`src/hw/icep_pkg.sv`:
```
// Package for the interrupt clear-enable / set-pending register block
package icep_pkg;

  // ****************************************
  // Register map (byte addresses)
  // ****************************************
  localparam logic [31:0] ADDR_ENABLE_SET_LOWER  = 32'he000e100;
  localparam logic [31:0] ADDR_ENABLE_SET_UPPER  = 32'he000e104;
  localparam logic [31:0] ADDR_DISABLE_LOWER     = 32'he000e180;
  localparam logic [31:0] ADDR_DISABLE_UPPER     = 32'he000e184;
  localparam logic [31:0] ADDR_PEND_SET_LOWER    = 32'he000e200;
  localparam logic [31:0] ADDR_PEND_SET_UPPER    = 32'he000e204;
  localparam logic [31:0] ADDR_PEND_CLEAR_LOWER  = 32'he000e280;
  localparam logic [31:0] ADDR_PEND_CLEAR_UPPER  = 32'he000e284;

  // ****************************************
  // Field layout and reset values
  // ****************************************
  localparam int          NUM_IRQ                = 64;
  localparam int          GROUP_W                = 32;
  localparam logic [31:0] UPPER_IMPL_MASK        = 32'h03efffff;
  localparam logic [31:0] READ_UNMAPPED          = 32'h00000000;
  localparam logic [63:0] ENABLE_RESET           = 64'h0000000000000000;
  localparam logic [63:0] PEND_RESET             = 64'h0000000000000000;
  localparam logic [63:0] IMPL_MASK              = {UPPER_IMPL_MASK, 32'hffffffff};

  // Upper group bit positions
  localparam int          BIT_WAKE_P2_8          = 0;
  localparam int          BIT_WAKE_P3_3          = 7;
  localparam int          BIT_TWO_WIRE           = 8;
  localparam int          BIT_TIMER32_B          = 12;
  localparam int          BIT_SYNC_SERIAL_A      = 13;
  localparam int          BIT_BROWNOUT           = 19;
  localparam int          BIT_PORT3              = 21;
  localparam int          BIT_PORT0              = 24;
  localparam int          BIT_SYNC_SERIAL_B      = 25;

  // ****************************************
  // Types
  // ****************************************
  typedef enum logic [2:0] {
    ICEP_R_NONE       = 3'b000,
    ICEP_R_ENA_SET    = 3'b001,
    ICEP_R_DISABLE    = 3'b010,
    ICEP_R_PEND_SET   = 3'b011,
    ICEP_R_PEND_CLEAR = 3'b100
  } icep_reg_e;

  typedef struct packed {
    icep_reg_e kind;
    logic      upper;
  } icep_sel_s;

  typedef struct packed {
    logic [31:0] address;
    logic        read;
    logic        write;
    logic [3:0]  byteenable;
    logic [31:0] writedata;
  } icep_req_s;

  typedef struct packed {
    logic [31:0] readdata;
    logic        waitrequest;
    logic        readdatavalid;
  } icep_rsp_s;

  typedef enum logic [0:0] {
    ICEP_IDLE = 1'b0,
    ICEP_DONE = 1'b1
  } icep_state_e;

endpackage : icep_pkg

```
`src/hw/icep_regs.sv`:
```
// Interrupt enable and pending state with its Avalon-MM register slave
//
// Chosen here: the Avalon-MM interface to the registers.
`timescale 1ns/1ps

module icep_regs (
  input  wire logic                      clk,
  input  wire logic                      rstn,
  input  wire logic                      clk_en,
  input  wire logic [31:0]               avs_address,
  input  wire logic                      avs_read,
  input  wire logic                      avs_write,
  input  wire logic [3:0]                avs_byteenable,
  input  wire logic [31:0]               avs_writedata,
  output      logic [31:0]               avs_readdata,
  output      logic                      avs_waitrequest,
  input  wire logic [icep_pkg::NUM_IRQ-1:0] irq_src,
  output      logic [icep_pkg::NUM_IRQ-1:0] irq_enabled,
  output      logic [icep_pkg::NUM_IRQ-1:0] irq_pending,
  output      logic [icep_pkg::NUM_IRQ-1:0] irq_active
);
  import icep_pkg::*;

  // ****************************************
  // Address decode
  // ****************************************
  function automatic icep_sel_s decode(input logic [31:0] addr);
    icep_sel_s s;
    s.kind  = ICEP_R_NONE;
    s.upper = 1'b0;
    unique case (addr)
      ADDR_ENABLE_SET_LOWER: begin
        s.kind = ICEP_R_ENA_SET;
      end
      ADDR_ENABLE_SET_UPPER: begin
        s.kind  = ICEP_R_ENA_SET;
        s.upper = 1'b1;
      end
      ADDR_DISABLE_LOWER: begin
        s.kind = ICEP_R_DISABLE;
      end
      ADDR_DISABLE_UPPER: begin
        s.kind  = ICEP_R_DISABLE;
        s.upper = 1'b1;
      end
      ADDR_PEND_SET_LOWER: begin
        s.kind = ICEP_R_PEND_SET;
      end
      ADDR_PEND_SET_UPPER: begin
        s.kind  = ICEP_R_PEND_SET;
        s.upper = 1'b1;
      end
      ADDR_PEND_CLEAR_LOWER: begin
        s.kind = ICEP_R_PEND_CLEAR;
      end
      ADDR_PEND_CLEAR_UPPER: begin
        s.kind  = ICEP_R_PEND_CLEAR;
        s.upper = 1'b1;
      end
      default: begin
        s.kind = ICEP_R_NONE;
      end
    endcase
    return s;
  endfunction : decode

  function automatic logic [63:0] place(input logic upper, input logic [31:0] v);
    return upper ? {v, 32'h00000000} : {32'h00000000, v};
  endfunction : place

  // ****************************************
  // Source synchronisers
  // ****************************************
  // Sources are pins; an edge counts once stages two and three agree
  logic [NUM_IRQ-1:0] src_s1;
  logic [NUM_IRQ-1:0] src_s2;
  logic [NUM_IRQ-1:0] src_s3;
  logic [NUM_IRQ-1:0] src_lvl;
  logic [NUM_IRQ-1:0] next_src_lvl;
  logic [NUM_IRQ-1:0] src_rise;

  always_comb begin
    next_src_lvl = src_lvl;
    for (int i = 0; i < NUM_IRQ; i++) begin
      if (src_s2[i] == src_s3[i]) begin
        next_src_lvl[i] = src_s3[i];
      end
    end
  end

  assign src_rise = next_src_lvl & ~src_lvl;

  always_ff @(posedge clk or negedge rstn) begin
    if (!rstn) begin
      src_s1  <= '0;
      src_s2  <= '0;
      src_s3  <= '0;
      src_lvl <= '0;
    end else if (clk_en) begin
      src_s1  <= irq_src;
      src_s2  <= src_s1;
      src_s3  <= src_s2;
      src_lvl <= next_src_lvl;
    end
  end

  // ****************************************
  // Bus handshake
  // ****************************************
  // One wait state gives a registered read path
  icep_state_e state;
  icep_state_e next_state;
  logic [31:0] rdata;
  logic [31:0] next_rdata;
  icep_sel_s   sel;
  logic        access;
  logic        commit;
  logic [31:0] wmask;
  logic [63:0] wbits;

  assign sel    = decode(avs_address);
  assign access = avs_read | avs_write;
  assign commit = access && (state == ICEP_DONE);
  // Hold the master off while frozen, else a write could be lost
  assign avs_waitrequest = access && ((state == ICEP_IDLE) || !clk_en);
  assign avs_readdata    = rdata;

  always_comb begin
    for (int b = 0; b < 4; b++) begin
      wmask[b*8 +: 8] = {8{avs_byteenable[b]}};
    end
  end

  // Reserved upper bits are masked off even if written
  assign wbits = place(sel.upper, avs_writedata & wmask) & IMPL_MASK;

  // ****************************************
  // Enable and pending state
  // ****************************************
  logic [NUM_IRQ-1:0] enable_q;
  logic [NUM_IRQ-1:0] pend_q;
  logic [NUM_IRQ-1:0] next_enable;
  logic [NUM_IRQ-1:0] next_pend;
  logic               wr_go;

  assign wr_go = commit && avs_write;

  always_comb begin
    next_enable = enable_q;
    next_pend   = pend_q;
    if (wr_go) begin
      unique case (sel.kind)
        ICEP_R_ENA_SET: begin
          next_enable = enable_q | wbits;
        end
        ICEP_R_DISABLE: begin
          next_enable = enable_q & ~wbits;
        end
        ICEP_R_PEND_SET: begin
          next_pend = pend_q | wbits;
        end
        ICEP_R_PEND_CLEAR: begin
          next_pend = pend_q & ~wbits;
        end
        default: begin
          next_pend = pend_q;
        end
      endcase
    end
    // Hardware request wins over a same-cycle clear
    next_pend = (next_pend | src_rise) & IMPL_MASK;
  end

  always_ff @(posedge clk or negedge rstn) begin
    if (!rstn) begin
      enable_q <= ENABLE_RESET;
      pend_q   <= PEND_RESET;
    end else if (clk_en) begin
      enable_q <= next_enable;
      pend_q   <= next_pend;
    end
  end

  // ****************************************
  // Read data and handshake state
  // ****************************************
  always_comb begin
    next_state = ICEP_IDLE;
    next_rdata = rdata;
    unique case (state)
      ICEP_IDLE: begin
        if (access) begin
          next_state = ICEP_DONE;
          next_rdata = READ_UNMAPPED;
          unique case (sel.kind)
            ICEP_R_ENA_SET, ICEP_R_DISABLE: begin
              next_rdata = sel.upper ? (enable_q[63:32] & UPPER_IMPL_MASK) : enable_q[31:0];
            end
            ICEP_R_PEND_SET, ICEP_R_PEND_CLEAR: begin
              next_rdata = sel.upper ? (pend_q[63:32] & UPPER_IMPL_MASK) : pend_q[31:0];
            end
            default: begin
              next_rdata = READ_UNMAPPED;
            end
          endcase
        end
      end
      ICEP_DONE: begin
        next_state = ICEP_IDLE;
      end
    endcase
  end

  always_ff @(posedge clk or negedge rstn) begin
    if (!rstn) begin
      state <= ICEP_IDLE;
      rdata <= '0;
    end else if (clk_en) begin
      state <= next_state;
      rdata <= next_rdata;
    end
  end

  assign irq_enabled = enable_q;
  assign irq_pending = pend_q;
  assign irq_active  = enable_q & pend_q;

endmodule : icep_regs

```
`config.mk`:
```
export PLATFORM = sky130hd
export DESIGN_NAME = icep_regs
export DESIGN_NICKNAME = d
export VERILOG_FILES = /design/src/hw/icep_pkg.sv /design/src/hw/icep_regs.sv
export SDC_FILE = /design/constraint.sdc
export NUM_CORES = 1
export LEC_CHECK = 0
export BUFFER_PORTS_ARGS = -buffer_cell sky130_fd_sc_hd__buf_2
export CORE_MARGIN = 4
export CORE_UTILIZATION = 60
export CTS_BUF_LIST = sky130_fd_sc_hd__clkbuf_2
export DETAILED_ROUTE_END_ITERATION = 10
export HOLD_SLACK_MARGIN = 0.1
export PLACE_DENSITY = 0.87
export SYNTH_ARGS = -nofsm -noshare
export SYNTH_HDL_FRONTEND = slang
export SYNTH_SLANG_ARGS = --single-unit
```
`constraint.sdc`:
```
create_clock -name clk -period 4.4 [get_ports clk]
set_input_delay 1.32 -clock clk [delete_from_list [all_inputs] [get_ports clk]]
set_output_delay 1.32 -clock clk [all_outputs]
set_load 0.01 [all_outputs]
```
==> results.sh <==
export IMPL_status="complete, no violations"
export IMPL_setup_violations=0
export IMPL_syn_area_mm2=0.0167
export IMPL_first_pass_iters=6
export IMPL_critPathLaunchType="input port"
export IMPL_fin_crit_ns=3.49
export IMPL_vias=14100
export IMPL_h_tree_depth=3
export IMPL_reg2reg_depth=6
export IMPL_slew_viol_final=0
export IMPL_path_delay_family="simple AND/OR/NAND/NOR gates"
export IMPL_netlist_instances=1553
export IMPL_fin_util_pct=72.3
export IMPL_portBuffers=333
export IMPL_cts_resized=0
export IMPL_cts_sinks=375
export IMPL_max_freq_mhz=286
export IMPL_grt_usage_pct=30.9
export IMPL_routed_wl_mm=48.5
export IMPL_crit_type="in2out"
export IMPL_grt_start_max_net_pins=160
export IMPL_cp_slowest_cell="nor2_1"
export IMPL_ys_seq_elements=375
export IMPL_drtAntennaViolNets=0
export IMPL_clockRootBuffer="clkbuf_2"
export IMPL_synth_cell_types=48
export IMPL_netlist_top_cells_area="dfrtp_1 56%, mux2_2 9.4%, o21ai_0 6.5%"
export IMPL_avgSynthCellArea_um2=10.7
export IMPL_tightest_slew_ns=1.02
export IMPL_fillers=1939
export IMPL_fin_skew_ns=0.0575
export IMPL_slew_headroom_pct=31.9
export IMPL_wl_per_cell_um=20.6
export IMPL_layout_nets=2049
export IMPL_rr_startpoint="state$_DFFE_PN0P_"
export IMPL_cts_hold_buf=0
export IMPL_leakage_uw=0.00919
export IMPL_synth_commonest_cells="375 x dfrtp_1, 217 x o21ai_0, 145 x nand2_1"
export IMPL_tns_ns=0
export IMPL_insertion_delay_ns=0.89
export IMPL_overflow=0
export IMPL_top_level_ports=362
export IMPL_r2r_slack_ns=2.23
export IMPL_fin_crit_sh_pct=79.4
export IMPL_coreArea_mm2=0.0271
export IMPL_p_per_area_mw_per_mm2=435
export IMPL_yosysWarnings=0
export IMPL_dpl_cell_count=2189
export IMPL_drive_above_1_share_pct=33.6
export IMPL_hold_path_class="in2async"
export IMPL_multiInputGateArea_mm2=0.00660
export IMPL_die_y_um=175
export IMPL_routabilityCongestion=0.934
export IMPL_drc_errors=0
export IMPL_cp_buffers_inverters=2
export IMPL_drtIter0Drc=1439
export IMPL_area_growth_pct=17.7
export IMPL_antenna_found_initial=7
export IMPL_postLayoutSetupSlackWorst_ns=0.905
export IMPL_start_util_pct=61.5
export IMPL_hpwl_mm=34.1
export IMPL_synth_edff_count=0
export IMPL_drv_cap=0
export IMPL_cp_arrival_ns=2.17
export IMPL_critPathLaunch="avs_write"
export IMPL_cts_tree="built"
export IMPL_synth_ff_type="dfrtp_1"
export IMPL_clk_pin_slew_ns=0.09
export IMPL_place_ws_ns=0.539
export IMPL_num_rows=60
export IMPL_final_hold_viol_count=0
export IMPL_grt_pass1_wl_mm=74.9
export IMPL_seqCellArea_mm2=0.00938
export IMPL_synth_seq_area_share_pct=56.3
export IMPL_layout_cells_non_filler=2357
export IMPL_first_global_vias=14000
export IMPL_cp_end_kind="output pin"
export IMPL_critPathMostFrequentCell="buf_2"
export IMPL_cp_required_ns=3.08
export IMPL_crit_fanout=5
export IMPL_postCtsSetupBuffers=0
export IMPL_cts_buffer_depth=3
export IMPL_cts_buffers=93
export IMPL_worstPathCellList="buf_2 > nor2_1 > a21oi_1 > buf_2"
export IMPL_synth_largest_area_cell="dfrtp_1"
export IMPL_cpPeakStageDelay_ns=0.37
export IMPL_rsz0062_at_grt="no"
export IMPL_async_flop_share_pct=100
export IMPL_synth_top_cell_area_share_pct=56.3
export IMPL_ir_drop_v=0.000212
export IMPL_via_per_inst=6.00
export IMPL_synthMostInstantiatedCell="dfrtp_1"
export IMPL_dieArea_mm2=0.0305
export IMPL_die_w_um=175
[metal layers]
metal / up-vias / wire, um / part of all wire [%] / global-route usage [%]
met5: - / 39 / 0.080 / 0
met4: 6 / 1860 / 3.8 / 13.6
met3: 139 / 4470 / 9.2 / 7.68
met2: 818 / 22600 / 47 / 48.7
met1: 6823 / 19500 / 40 / 41.3
li1: 6352 / - / - / -
[worst max path at each step]
stage                      endpoint  depth (start not counted)  slack (ns)
floorplan           avs_waitrequest                          3        1.14
global placement           register                          8        0.63
detailed placement         register                          8        0.54
CTS                 avs_waitrequest                          4        0.92
global route        avs_waitrequest                          4        0.85
finish              avs_waitrequest                          4        0.91
[metrics by stage]
step | power [uW] | instance area, um2 | hold WS [ns]
6_report | 8520 | 19600 | 0.432
5_1_grt | 9010 | 19600 | 0.402
4_1_cts | 8560 | 19600 | 0.424
3_5_place_dp | 6190 | 18700 | 0.469
3_3_place_gp | 6050 | 18700 | 0.460
2_1_floorplan | 5420 | 16700 | 0.475
[cells in the final DEF, fill, tap and decap left out, types with 2 or more instances in the layout]
cell,synthesis,routed
o21ai_0,217,217
nor3_1,33,33
and2_1,82,82
nor2b_1,2,2
clkinv_1,0,22
o22ai_1,8,8
or4_1,4,3
buf_2,17,331
mux2_2,139,139
a22oi_1,31,31
a31oi_1,25,25
a221o_1,59,59
nand3_1,2,2
buf_8,0,2
buf_12,0,8
bufinv_16,0,3
dfrtp_1,375,375
o211ai_1,17,17
clkbuf_2,0,137
nor3_2,3,2
conb_1,1,21
or3_1,7,7
or2_2,1,2
a311oi_1,7,7
and4b_1,2,2
nor4_2,4,5
nand2_1,145,145
inv_1,59,58
a21oi_1,86,86
nand4_1,2,2
o31ai_1,39,39
diode_2,0,4
and3_1,2,2
clkinvlp_4,0,2
nor2_1,48,48
buf_4,21,26
nand4b_1,13,13
[worst reg2reg max path: cells and delay by family (launching register included)]
kind            cells  cell delay, ns
flops               1            0.41
compound gates      2            0.40
simple gates        3            0.88
buf+inv             1            0.35
[kinds of logic after synthesis]
family / synth area share, %
AO/OA/AOI/OAI: 18.4
flip-flops: 56.3
AND/OR/NAND/NOR: 11.1
buffers and inverters: 4.75
multiplexers: 9.46
other: 0.0225
[power by group]
group,switching [uW],internal (uW)
combinational,823,666
clock,1370,1000
sequential,600,4060
total,2790,5730
[area by class of cell]
class / instances / share of cell area (%)
sequential: 375 / 47.9
multi-input combinational: 1016 / 33.7
timing repair buffer: 367 / 10.4
clock buffer: 137 / 3.50
tap: 372 / 2.37
inverter: 59 / 1.13
clock inverter: 27 / 0.983
antenna: 4 / 0.0511
Power figures use the tool's default switching activity.
